File: config.mk
export PLATFORM = sky130hd
export DESIGN_NAME = lgp_led_gpio_pin_config
export DESIGN_NICKNAME = d
export VERILOG_FILES = /design/src/lgp_pkg.sv /design/src/lgp_led_gpio_pin_config.sv
export SDC_FILE = /design/constraint.sdc
export NUM_CORES = 1
export LEC_CHECK = 0
export BUFFER_PORTS_ARGS = -buffer_cell sky130_fd_sc_hd__buf_4
export CORE_AREA = 2 2 82 84
export DETAILED_ROUTE_END_ITERATION = 10
export DIE_AREA = 0 0 84 86
export HOLD_SLACK_MARGIN = 0.15
export MAX_ROUTING_LAYER = met4
export PLACE_DENSITY_LB_ADDON = 0.1
export SYNTH_ARGS = -nofsm -noshare
export SYNTH_HDL_FRONTEND = slang
export SYNTH_SLANG_ARGS = --single-unit
File: constraint.sdc
create_clock -name clk_sys -period 1.8 [get_ports clk_sys]
set_input_delay 0.18 -clock clk_sys [delete_from_list [all_inputs] [get_ports clk_sys]]
set_output_delay 0.18 -clock clk_sys [all_outputs]
set_load 0.02 [all_outputs]
File: src/lgp_pkg.sv
package lgp_pkg;

	// ==========================================================
	// Geometry
	localparam int unsigned NPINS = 3;
	localparam int unsigned ADDR_W = 12;
	localparam int unsigned DATA_W = 32;

	// ==========================================================
	// Register byte addresses
	localparam logic [11:0] ADDR_CFG = 12'h024;
	localparam logic [11:0] ADDR_IRQ_STAT = 12'h040;
	localparam logic [11:0] ADDR_IRQ_MASK = 12'h044;
	localparam logic [11:0] ADDR_WAKE_EN = 12'h048;
	localparam logic [11:0] ADDR_LED_CTRL = 12'h04c;

	// ==========================================================
	// Field positions in the configuration and LED control words
	localparam int unsigned LED_MEANING_SELECT_BIT = 31;
	localparam int unsigned FUNC_LSB = 16;
	localparam int unsigned FUNC_STRIDE = 4;
	localparam int unsigned BUF_LSB = 8;
	localparam int unsigned DIR_LSB = 4;
	localparam int unsigned DATA_LSB = 0;
	localparam int unsigned DUPLEX_TRUE_BIT = 0;

	// ==========================================================
	// Pin function codes
	localparam logic [1:0] FUNC_GPIO = 2'h0;
	localparam logic [1:0] FUNC_LED = 2'h1;
	localparam logic [1:0] FUNC_MIRROR_A = 2'h2;
	localparam logic [1:0] FUNC_MIRROR_B = 2'h3;

	// ==========================================================
	// Reset values
	localparam logic [1:0] FUNC_RESET = 2'h0;
	localparam logic [2:0] BUF_RESET = 3'h0;
	localparam logic [2:0] DIR_RESET = 3'h0;
	localparam logic [2:0] DATA_RESET = 3'h0;
	localparam logic [2:0] PIN_VEC_RESET = 3'h0;
	localparam logic [1:0] SETTLE_RESET = 2'h0;
	localparam logic [1:0] SETTLE_DONE = 2'h3;
	localparam logic LED_MEANING_SELECT_RESET = 1'b0;
	localparam logic [31:0] WORD_ZERO = 32'h0000_0000;

	// ==========================================================
	// Carriers
	typedef struct packed {
		logic psel;
		logic penable;
		logic pwrite;
		logic [11:0] paddr;
		logic [31:0] pwdata;
	} lgp_apb_req_t;

	typedef struct packed {
		logic speed;
		logic link;
		logic activity;
		logic full_duplex;
	} lgp_led_status_t;

	typedef struct packed {
		logic [3:0] rxd;
		logic crs;
		logic phy_reset_n;
	} lgp_mii_mirror_t;

endpackage : lgp_pkg

File: src/lgp_led_gpio_pin_config.sv
// The APB register port was left to the implementer.
`timescale 1ns/10ps
module lgp_led_gpio_pin_config #(
	parameter bit LATER_VARIANT = 1'b1
) (
	// Clock, reset, enable
	input wire logic clk_sys,
	input wire logic rst_n,
	input wire logic clk_en,
	// APB slave
	input wire lgp_pkg::lgp_apb_req_t apb_req,
	output logic [31:0] prdata,
	output logic pready,
	output logic pslverr,
	// EEPROM image and resets
	input wire logic eeprom_present,
	input wire logic eeprom_load_done,
	input wire logic eeprom_led_select,
	input wire logic usb_reset,
	input wire logic lite_reset,
	// Internal status sources
	input wire lgp_pkg::lgp_led_status_t led_status,
	input wire lgp_pkg::lgp_mii_mirror_t mii_mirror,
	// Pins
	input wire logic [2:0] pin_in,
	output logic [2:0] pin_out,
	output logic [2:0] pin_oe,
	// Events
	output logic irq,
	output logic wake_event
);

	// ==========================================================
	// Pin input synchroniser
	logic [2:0] pin_meta_reg, pin_meta_next;
	logic [2:0] pin_sync_reg, pin_sync_next;
	logic [2:0] pin_prev_reg, pin_prev_next;
	logic [1:0] settle_reg, settle_next;
	logic pin_settled;

	always_comb begin
		pin_meta_next = pin_in;
		pin_sync_next = pin_meta_reg;
		pin_prev_next = pin_sync_reg;

		// The history flop restarts at zero while idle pins sit high on their pull-ups;
		// edges are trusted only once all three stages hold real samples
		if (settle_reg != lgp_pkg::SETTLE_DONE) begin
			settle_next = settle_reg + 2'h1;
		end else begin
			settle_next = settle_reg;
		end
		pin_settled = settle_reg == lgp_pkg::SETTLE_DONE;
	end

	always_ff @(posedge clk_sys) begin
		if (!rst_n) begin
			pin_meta_reg <= lgp_pkg::PIN_VEC_RESET;
			pin_sync_reg <= lgp_pkg::PIN_VEC_RESET;
			pin_prev_reg <= lgp_pkg::PIN_VEC_RESET;
			settle_reg <= lgp_pkg::SETTLE_RESET;
		end else if (clk_en) begin
			pin_meta_reg <= pin_meta_next;
			pin_sync_reg <= pin_sync_next;
			pin_prev_reg <= pin_prev_next;
			settle_reg <= settle_next;
		end
	end

	// ==========================================================
	// Register file and APB slave
	logic [2:0][1:0] func_reg, func_next;
	logic [2:0] buf_reg, buf_next;
	logic [2:0] dir_reg, dir_next;
	logic [2:0] data_reg, data_next;
	logic led_meaning_select_reg, led_meaning_select_next;
	logic image_sel_reg, image_sel_next;
	logic duplex_true_reg, duplex_true_next;
	logic [2:0] wake_en_reg, wake_en_next;
	logic [2:0] irq_stat_reg, irq_stat_next;
	logic [2:0] irq_mask_reg, irq_mask_next;
	logic [31:0] prdata_reg, prdata_next;
	logic pready_reg, pready_next;
	logic pslverr_reg, pslverr_next;
	logic irq_reg, irq_next;
	logic wake_reg, wake_next;

	logic [2:0] pin_is_input;
	logic [2:0] pin_change;
	logic access, commit, hit_cfg, hit_stat, hit_mask, hit_wake, hit_ledc, mapped;
	logic [31:0] read_word;

	always_comb begin
		// A pin is an event source only as a plain input
		for (int i = 0; i < lgp_pkg::NPINS; i++) begin
			pin_is_input[i] = (func_reg[i] == lgp_pkg::FUNC_GPIO) && !dir_reg[i];
		end
		pin_change = (pin_sync_reg ^ pin_prev_reg) & pin_is_input & {lgp_pkg::NPINS{pin_settled}};
	end

	always_comb begin
		access = apb_req.psel && apb_req.penable;
		commit = access && pready_reg;
		hit_cfg = apb_req.paddr[11:2] == lgp_pkg::ADDR_CFG[11:2];
		hit_stat = apb_req.paddr[11:2] == lgp_pkg::ADDR_IRQ_STAT[11:2];
		hit_mask = apb_req.paddr[11:2] == lgp_pkg::ADDR_IRQ_MASK[11:2];
		hit_wake = apb_req.paddr[11:2] == lgp_pkg::ADDR_WAKE_EN[11:2];
		hit_ledc = apb_req.paddr[11:2] == lgp_pkg::ADDR_LED_CTRL[11:2];
		mapped = hit_cfg || hit_stat || hit_mask || hit_wake || hit_ledc;

		// Unlisted bits stay zero, so reserved fields read back as zero
		read_word = lgp_pkg::WORD_ZERO;
		if (hit_cfg) begin
			read_word[lgp_pkg::LED_MEANING_SELECT_BIT] = led_meaning_select_reg;
			for (int i = 0; i < lgp_pkg::NPINS; i++) begin
				read_word[lgp_pkg::FUNC_LSB + lgp_pkg::FUNC_STRIDE * i +: 2] = func_reg[i];
			end
			read_word[lgp_pkg::BUF_LSB +: 3] = buf_reg;
			read_word[lgp_pkg::DIR_LSB +: 3] = dir_reg;
			read_word[lgp_pkg::DATA_LSB +: 3] = pin_sync_reg;
		end else if (hit_stat) begin
			read_word[2:0] = irq_stat_reg;
		end else if (hit_mask) begin
			read_word[2:0] = irq_mask_reg;
		end else if (hit_wake) begin
			read_word[2:0] = wake_en_reg;
		end else if (hit_ledc) begin
			read_word[lgp_pkg::DUPLEX_TRUE_BIT] = duplex_true_reg;
		end

		func_next = func_reg;
		buf_next = buf_reg;
		dir_next = dir_reg;
		data_next = data_reg;
		led_meaning_select_next = led_meaning_select_reg;
		image_sel_next = image_sel_reg;
		duplex_true_next = duplex_true_reg;

		if (commit && apb_req.pwrite) begin
			if (hit_cfg) begin
				led_meaning_select_next = apb_req.pwdata[lgp_pkg::LED_MEANING_SELECT_BIT];
				for (int i = 0; i < lgp_pkg::NPINS; i++) begin
					func_next[i] = apb_req.pwdata[lgp_pkg::FUNC_LSB + lgp_pkg::FUNC_STRIDE * i +: 2];
				end
				buf_next = apb_req.pwdata[lgp_pkg::BUF_LSB +: 3];
				dir_next = apb_req.pwdata[lgp_pkg::DIR_LSB +: 3];
				data_next = apb_req.pwdata[lgp_pkg::DATA_LSB +: 3];
			end
			if (hit_ledc) begin
				duplex_true_next = apb_req.pwdata[lgp_pkg::DUPLEX_TRUE_BIT];
			end
		end

		// EEPROM image tracks the last load; without EEPROM it is zero
		if (eeprom_load_done) begin
			image_sel_next = eeprom_present && eeprom_led_select;
			led_meaning_select_next = eeprom_present && eeprom_led_select;
		end
		// Functional resets beat a same-cycle register write
		if (usb_reset || lite_reset) begin
			led_meaning_select_next = eeprom_present ? image_sel_reg : lgp_pkg::LED_MEANING_SELECT_RESET;
		end
	end

	always_ff @(posedge clk_sys) begin
		if (!rst_n) begin
			func_reg <= {lgp_pkg::FUNC_RESET, lgp_pkg::FUNC_RESET, lgp_pkg::FUNC_RESET};
			buf_reg <= lgp_pkg::BUF_RESET;
			dir_reg <= lgp_pkg::DIR_RESET;
			data_reg <= lgp_pkg::DATA_RESET;
			// EEPROM load after reset overrides this value
			led_meaning_select_reg <= lgp_pkg::LED_MEANING_SELECT_RESET;
			image_sel_reg <= lgp_pkg::LED_MEANING_SELECT_RESET;
			duplex_true_reg <= 1'b0;
		end else if (clk_en) begin
			func_reg <= func_next;
			buf_reg <= buf_next;
			dir_reg <= dir_next;
			data_reg <= data_next;
			led_meaning_select_reg <= led_meaning_select_next;
			image_sel_reg <= image_sel_next;
			duplex_true_reg <= duplex_true_next;
		end
	end

	// ==========================================================
	// Bus answer
	always_comb begin
		// One wait state: answer is raised in the second access cycle
		pready_next = access && !pready_reg;
		// Unmapped addresses answer with an error and leave every register alone
		pslverr_next = access && !pready_reg && !mapped;
		// Read data is latched with the answer and held until the next access
		prdata_next = prdata_reg;
		if (access && !pready_reg) begin
			prdata_next = apb_req.pwrite ? lgp_pkg::WORD_ZERO : read_word;
		end
	end

	always_ff @(posedge clk_sys) begin
		if (!rst_n) begin
			prdata_reg <= lgp_pkg::WORD_ZERO;
			pready_reg <= 1'b0;
			pslverr_reg <= 1'b0;
		end else if (clk_en) begin
			prdata_reg <= prdata_next;
			pready_reg <= pready_next;
			pslverr_reg <= pslverr_next;
		end
	end

	// ==========================================================
	// Interrupt and wake events
	always_comb begin
		wake_en_next = wake_en_reg;
		irq_mask_next = irq_mask_reg;
		irq_stat_next = irq_stat_reg;

		// Mask and wake enable land on the bus commit edge like the config word
		if (commit && apb_req.pwrite && hit_mask) begin
			irq_mask_next = apb_req.pwdata[2:0];
		end
		if (commit && apb_req.pwrite && hit_wake) begin
			wake_en_next = apb_req.pwdata[2:0];
		end

		// Read clears the status; a change in the same cycle still lands
		if (commit && !apb_req.pwrite && hit_stat) begin
			irq_stat_next = lgp_pkg::PIN_VEC_RESET;
		end
		irq_stat_next = irq_stat_next | pin_change;

		// Level taken from the next status, so it rises on the same edge as the status bit
		irq_next = |(irq_stat_next & irq_mask_next);
		// Pulse only for a pin that is a plain input and enabled for wake
		wake_next = |(pin_change & wake_en_reg);
	end

	always_ff @(posedge clk_sys) begin
		if (!rst_n) begin
			wake_en_reg <= lgp_pkg::PIN_VEC_RESET;
			irq_stat_reg <= lgp_pkg::PIN_VEC_RESET;
			irq_mask_reg <= lgp_pkg::PIN_VEC_RESET;
			irq_reg <= 1'b0;
			wake_reg <= 1'b0;
		end else if (clk_en) begin
			wake_en_reg <= wake_en_next;
			irq_stat_reg <= irq_stat_next;
			irq_mask_reg <= irq_mask_next;
			irq_reg <= irq_next;
			wake_reg <= wake_next;
		end
	end

	// ==========================================================
	// LED meanings
	logic [2:0] led_ind;
	logic [2:0] mirror_a;
	logic [2:0] mirror_b;

	always_comb begin
		// Pin 2 is ten, pin 1 nine, pin 0 eight
		led_ind[2] = led_status.speed;
		if (led_meaning_select_reg) begin
			led_ind[1] = led_status.link;
			led_ind[0] = led_status.activity;
		end else begin
			// Link lit steady, blinks off while traffic runs
			led_ind[1] = led_status.link && !led_status.activity;
			led_ind[0] = duplex_true_reg ? led_status.full_duplex : led_status.activity;
		end
		if (!LATER_VARIANT) begin
			// Earlier variant ignores led select on pins nine and eight
			led_ind[1] = led_status.link && !led_status.activity;
			led_ind[0] = duplex_true_reg ? led_status.full_duplex : led_status.activity;
		end
		// Pin ten: RXD0 or RXD3
		mirror_a[2] = mii_mirror.rxd[0];
		mirror_b[2] = mii_mirror.rxd[3];
		// Pin nine: RXD1 or the PHY reset
		mirror_a[1] = mii_mirror.rxd[1];
		mirror_b[1] = mii_mirror.phy_reset_n;
		// Pin eight: RXD2 or CRS
		mirror_a[0] = mii_mirror.rxd[2];
		mirror_b[0] = mii_mirror.crs;
	end

	// ==========================================================
	// Pin drivers
	logic [2:0] pin_out_reg, pin_out_next;
	logic [2:0] pin_oe_reg, pin_oe_next;
	logic [2:0] level;
	logic [2:0] drive;

	generate
		for (genvar g = 0; g < lgp_pkg::NPINS; g++) begin : g_pin
			always_comb begin
				case (func_reg[g])
					lgp_pkg::FUNC_GPIO: begin
						level[g] = data_reg[g];
						drive[g] = dir_reg[g];
					end
					lgp_pkg::FUNC_LED: begin
						// LEDs are active low on the pin
						level[g] = !led_ind[g];
						drive[g] = 1'b1;
					end
					lgp_pkg::FUNC_MIRROR_A: begin
						level[g] = mirror_a[g];
						drive[g] = 1'b1;
					end
					lgp_pkg::FUNC_MIRROR_B: begin
						level[g] = mirror_b[g];
						drive[g] = 1'b1;
					end
					default: begin
						level[g] = 1'b0;
						drive[g] = 1'b0;
					end
				endcase
				// Open drain only pulls low; high comes from the board pull-up
				pin_out_next[g] = buf_reg[g] ? level[g] : 1'b0;
				pin_oe_next[g] = drive[g] && (buf_reg[g] || !level[g]);
			end
		end
	endgenerate

	always_ff @(posedge clk_sys) begin
		if (!rst_n) begin
			pin_out_reg <= lgp_pkg::PIN_VEC_RESET;
			pin_oe_reg <= lgp_pkg::PIN_VEC_RESET;
		end else if (clk_en) begin
			pin_out_reg <= pin_out_next;
			pin_oe_reg <= pin_oe_next;
		end
	end

	// ==========================================================
	// Outputs
	assign prdata = prdata_reg;
	assign pready = pready_reg;
	assign pslverr = pslverr_reg;
	assign pin_out = pin_out_reg;
	assign pin_oe = pin_oe_reg;
	assign irq = irq_reg;
	assign wake_event = wake_reg;

endmodule : lgp_led_gpio_pin_config

[Word-level counts from Yosys, hierarchy flattened]
Index checks and enable logic that the tools add are counted.
Storage, ports and cells
  ROM bits: 0
  register bits: 80
  bits in writable memories: 0
  latch bits: 0
  memories: 0
  input bits: 68
  output and inout bits: 42
Operators by class
  $add $sub $neg: 1
  magnitude comparators: 0
  multiply operators: 0
  shift operators: 0
  mux-type cells: 31
  reductions and logical operators: 55
  bitwise gates (word level): 6
  divide/modulo/power cells: 0
  equal/unequal tests: 16
Operators by type and width (number)
  10-bit by 5-bit equality test with 1-bit output, second input constant: 4
  32-bit two-way mux: 1
  3-bit two-way mux: 7
  1-bit logical AND: 17
  3-bit OR reduction: 5
  2-bit equality test, second input constant: 7
  1-bit zero test: 13
  3-bit bitwise AND: 4
  1-bit two-way mux: 12
  1-bit one-hot mux with 4 select lines: 3
  10-bit by 4-bit equality test with 1-bit output, second input constant: 1
  2-bit two-way mux: 5
  3-bit AND reduction: 3
  1-bit logical OR: 8
  2-bit AND reduction: 4
  2-bit by 1-bit equality test with 1-bit output, second input constant: 3
  2-bit zero test: 3
  1-bit one-hot mux with 2 select lines: 3
  3-bit nonzero test: 2
  3-bit bitwise OR: 1
  3-bit XOR: 1
  2-bit by 1-bit adder with 2-bit output, second input constant: 1
  2-bit inequality test, second input constant: 1

[Logic depth before layout (Yosys ltp)]
  depth after elaboration: 8
  gate-level depth with buffers: 7
  mapped depth without buffers: 5

[Least setup slack after synthesis]
No wires, ideal clock.
  path kind: reg-to-reg
  from: reg pready_reg (netlist: pready)
  to: reg wake_en_reg[0]
  library setup time: 0.116 ns
  stages on the path, launching flop included: 6
  period minus slack after synthesis: 1.613 ns
  buffers on the path: 0
  data required time: 1.684 ns
  path slack: 0.187 ns
  arrival: 1.497 ns
  cell sequence: dfxtp_1 > and3_1 > nand3_1 > nor3b_2 > mux2i_1 > nor2b_1
Between the ends
  cells in the longest elaborated chain, start to end: 4
RTL lines
  start: declaration: line lgp_led_gpio_pin_config.sv:83  | logic pready_reg, pready_next;
  start signal: assignment: line lgp_led_gpio_pin_config.sv:207  | pready_reg <= pready_next;
  1-bit logical AND: line lgp_led_gpio_pin_config.sv:103  | commit = access && pready_reg;
  1-bit logical AND (2 in series): line lgp_led_gpio_pin_config.sv:223  | if (commit && apb_req.pwrite && hit_wake) begin
  2-bit AND reduction (no source line)
  end signal: assignment: line lgp_led_gpio_pin_config.sv:241  | wake_en_reg <= lgp_pkg::PIN_VEC_RESET;
  end signal: assignment: line lgp_led_gpio_pin_config.sv:247  | wake_en_reg <= wake_en_next;
  end: declaration: line lgp_led_gpio_pin_config.sv:79  | logic [2:0] wake_en_reg, wake_en_next;
Every way passes these cells.
A chain may end at the register's enable or synchronous reset.

[Final worst setup path]
  from: reg pready_reg (netlist: pready)
  to: reg wake_en_reg[1]
The elaborated chain is that of the path after synthesis.

==> run_results.csv <==
group,metric,value,unit
run_status,outcome,"finished clean",
synthesis,synth-seq-cells,64,
final_layout,instances_no_fill,500,
synthesis,synth-simple-area-share,21.0,%
global_routing,first_global_vias,2429,
route,wl_met1,3550,um
pwr,max-vdd-ir-drop,493,uV
route,dr.max_layer_used,"met4",
final_layout,largest_register_ff_count,16,
synthesis,synth_area_leaders,"dfxtp_1 (41%), nor2b_1 (8.3%), mux2i_1 (8.1%), a22oi_1 (4.8%), buf_4 (4.1%)",
clock_tree,clk_latency,340,ps
run,maxCapViolCount,0,
die,dieArea,7220,um2
synthesis,synthFlopType,"dfxtp_1",
synthesis,synth_compound_area_share,17.1,%
route,drtAntennaViolNets,0,
clock_tree,cts_resized,0,
placed_design,dpl.hpwl,5200,um
die,die_y,86,um
synthesis,avgSynthCellArea,9.65,um2
synthesis,async_flop_share,0,%
setup_path,crit_path_end_kind,"flip-flop",
clock_tree,clockRootBuffer,"clkbuf_8",
route,routed_wl,7400,um
sta,fin_setup_tns,0,ps
route,wl_met3,442,um
route,first_iter_violations,159,
pwr,power_density,729,nW/um2
synthesis,netlist_instances,321,
clock_tree,post_cts_buffers,0,
global_routing,grt_max_degree,51,
synthesis,yosys_warnings,0,
synthesis,synth-adder-area-share,0.404,%
final_layout,design_area,4090,um2
placed_design,io_buffers,75,
min_path,worstHoldPathType,"in -> reg",
final_layout,areaGrowthSynthToFinish,31.9,%
placed_design,dp.cells,462,
final_layout,drive_gt1_share,27.2,%
sta,grt_setup_unrepaired,"false",
sta,whs,242,ps
sta,fmax,605,MHz
setup_path,critical_path.max_fanout,4,
setup_path,start_kind,"flip-flop",
die,die_x,84,um
die,core,6280,um2
final_layout,diodes,0,
global_routing,grt_overflow,0,
clock_tree,cts.sinks,64,
placed_design,place_area,3670,um2
setup_path,worstPathArrival,1890,ps
route,via_per_inst,5.26,
synthesis,synth_top_family_by_area,"simple AND/OR/NAND/NOR gates",
clock_tree,path_clk_slew,70,ps
sta,setup_viol,0,
route,drt-wirelength-per-cell,14.8,um
global_routing,antenna_found_initial,0,
route,wl_met2,3280,um
setup_path,max_stage_delay,400,ps
sta,finalCriticalPeriod,1650,ps
setup_path,cp_slowest_cell,"nor3b_2",
synthesis,yosysTopAreaCellShare,41.4,%
final_layout,nNetsFinal,487,
pwr,power,2980,uW
setup_path,required,2030,ps
synthesis,yosysSeqAreaShare,41.4,%
clock_tree,cts_buffers,9,
clock_tree,cts_tree,"yes",
pwr,p_leak,0.00170,uW
synthesis,syn_area,3100,um2
synthesis,muxShareOfSynthArea,11.0,%
die,num_io_pins,110,
setup_path,crit_chain,"and3_1 -> nand3_1 -> nor3b_2 -> mux2i_1 -> nor2b_1",
synthesis,yosys.area.top_type,"dfxtp_1",
route,drc,0,
route,vias,2631,
placed_design,gp_congestion,0.805,
clock_tree,clockBufferDepth,2,
die,std_cell_rows,29,
synthesis,yosysUniqueCellTypes,46,
setup_path,worst-setup-path-type,"reg -> reg",
clock_tree,h-tree-depth,3,
global_routing,grt_pass1_wl,12000,um
route,drt_first_pass_iters,4,
global_routing,track_usage,21.5,%
sta,hold_viol,0,
die,start_util,49.3,%
synthesis,synth-edff-count,0,
sta,clock_skew,8.82,ps
synthesis,yosys.area_share.xor_xnor,1.13,%
sta,period_share,91.8,%
sta,final_max_slew_viol_count,0,
==> critical path: cells and delay by family, from the launching register on <==
kind          cells  cell delay [ps]
mux               1              230
flops             1              360
simple gates      4              970
==> power breakdown <==
group	internal [uW]	switching (uW)	total [uW]
Combinational	162	145	307
Clock	675	550	1230
Sequential	1430	13.5	1450
==> cell usage in the layout (no fill, tap or decap), drive strengths merged, types with 2 or more instances in the layout <==
master / count
nand4: 3
conb: 16
nor3: 7
mux4: 4
nand3: 6
clkinv: 3
nor4b: 2
a21oi: 3
and3: 4
or2: 2
o2bb2ai: 4
inv: 7
a21boi: 20
a211oi: 2
o21ai: 17
clkbuf: 11
dfxtp: 64
nand2: 27
xor2: 4
and2: 2
mux2i: 25
buf: 85
nor2: 5
dlygate4sd3: 22
nor2b: 41
nand4b: 2
a22oi: 20
o31ai: 2
==> cell type report <==
type	instances	area, um2
tap	77	96.3
clock buffer	11	141
timing repair buffer	107	858
fill	539	2190
inverter	7	26.3
sequential	64	1280
clock inverter	5	56.3
multi-input combinational	229	1630
==> stage by stage <==
stage                     setup WS, ps  utilization (%)
after floorplan                    187                -
after global placement            81.8             58.4
after detailed placement          50.4             58.4
after CTS                          142             64.9
after global routing              70.2             65.1
final                              147             65.1
==> final timing paths <==
kind | startpoint | to | slack [ps] | cells past startpoint
worst max register to register | pready$_SDFFE_PN0P_ | wake_en_reg[1]$_SDFFE_PN0P_ | 150 | 5
worst max-delay path | pready$_SDFFE_PN0P_ | wake_en_reg[1]$_SDFFE_PN0P_ | 150 | 5
worst min-delay path | apb_req[31] | led_meaning_select_reg$_SDFFE_PN0P_ | 240 | 4
worst min register to register | image_sel_reg$_SDFFE_PN0P_ | image_sel_reg$_SDFFE_PN0P_ | 470 | 2
==> synthesized netlist by cell type, types with 2 or more instances <==
library cell	n
a21boi_0	9
a211oi_1	2
o31ai_1	2
buf_4	17
nor2b_1	41
nor3_1	6
nand4_1	2
a21boi_1	11
o2bb2ai_1	4
dfxtp_1	64
and3_1	4
clkbuf_1	12
xor2_1	4
buf_6	2
a22oi_1	20
a21oi_1	3
o21ai_0	17
buf_2	5
inv_1	7
nand2_1	27
and2_1	2
mux4_2	4
nand3_1	6
mux2i_1	25
nor2_1	4
==> per-layer routing <==
metal | up-vias | track usage [%]
met4 | 0 | 6.45
li1 | 1305 | -
met2 | 89 | 30.8
met1 | 1225 | 29.7
met5 | - | -
met3 | 12 | 5.87
==> what timing repair did <==
action                                  CTS  global route
hold endpoints to repair                 23             1
hold buffers                             21             1
endpoints found under the setup margin    0             0
==> logic make-up after synthesis <==
kind of cell | Yosys count
mux | 29
buf+inv | 43
simple gates | 104
other cells | 1
flops | 64
fa+ha+maj | 1
xor+xnor | 4
compound gates | 75
No activity file was read; power rests on OpenSTA's default activity.
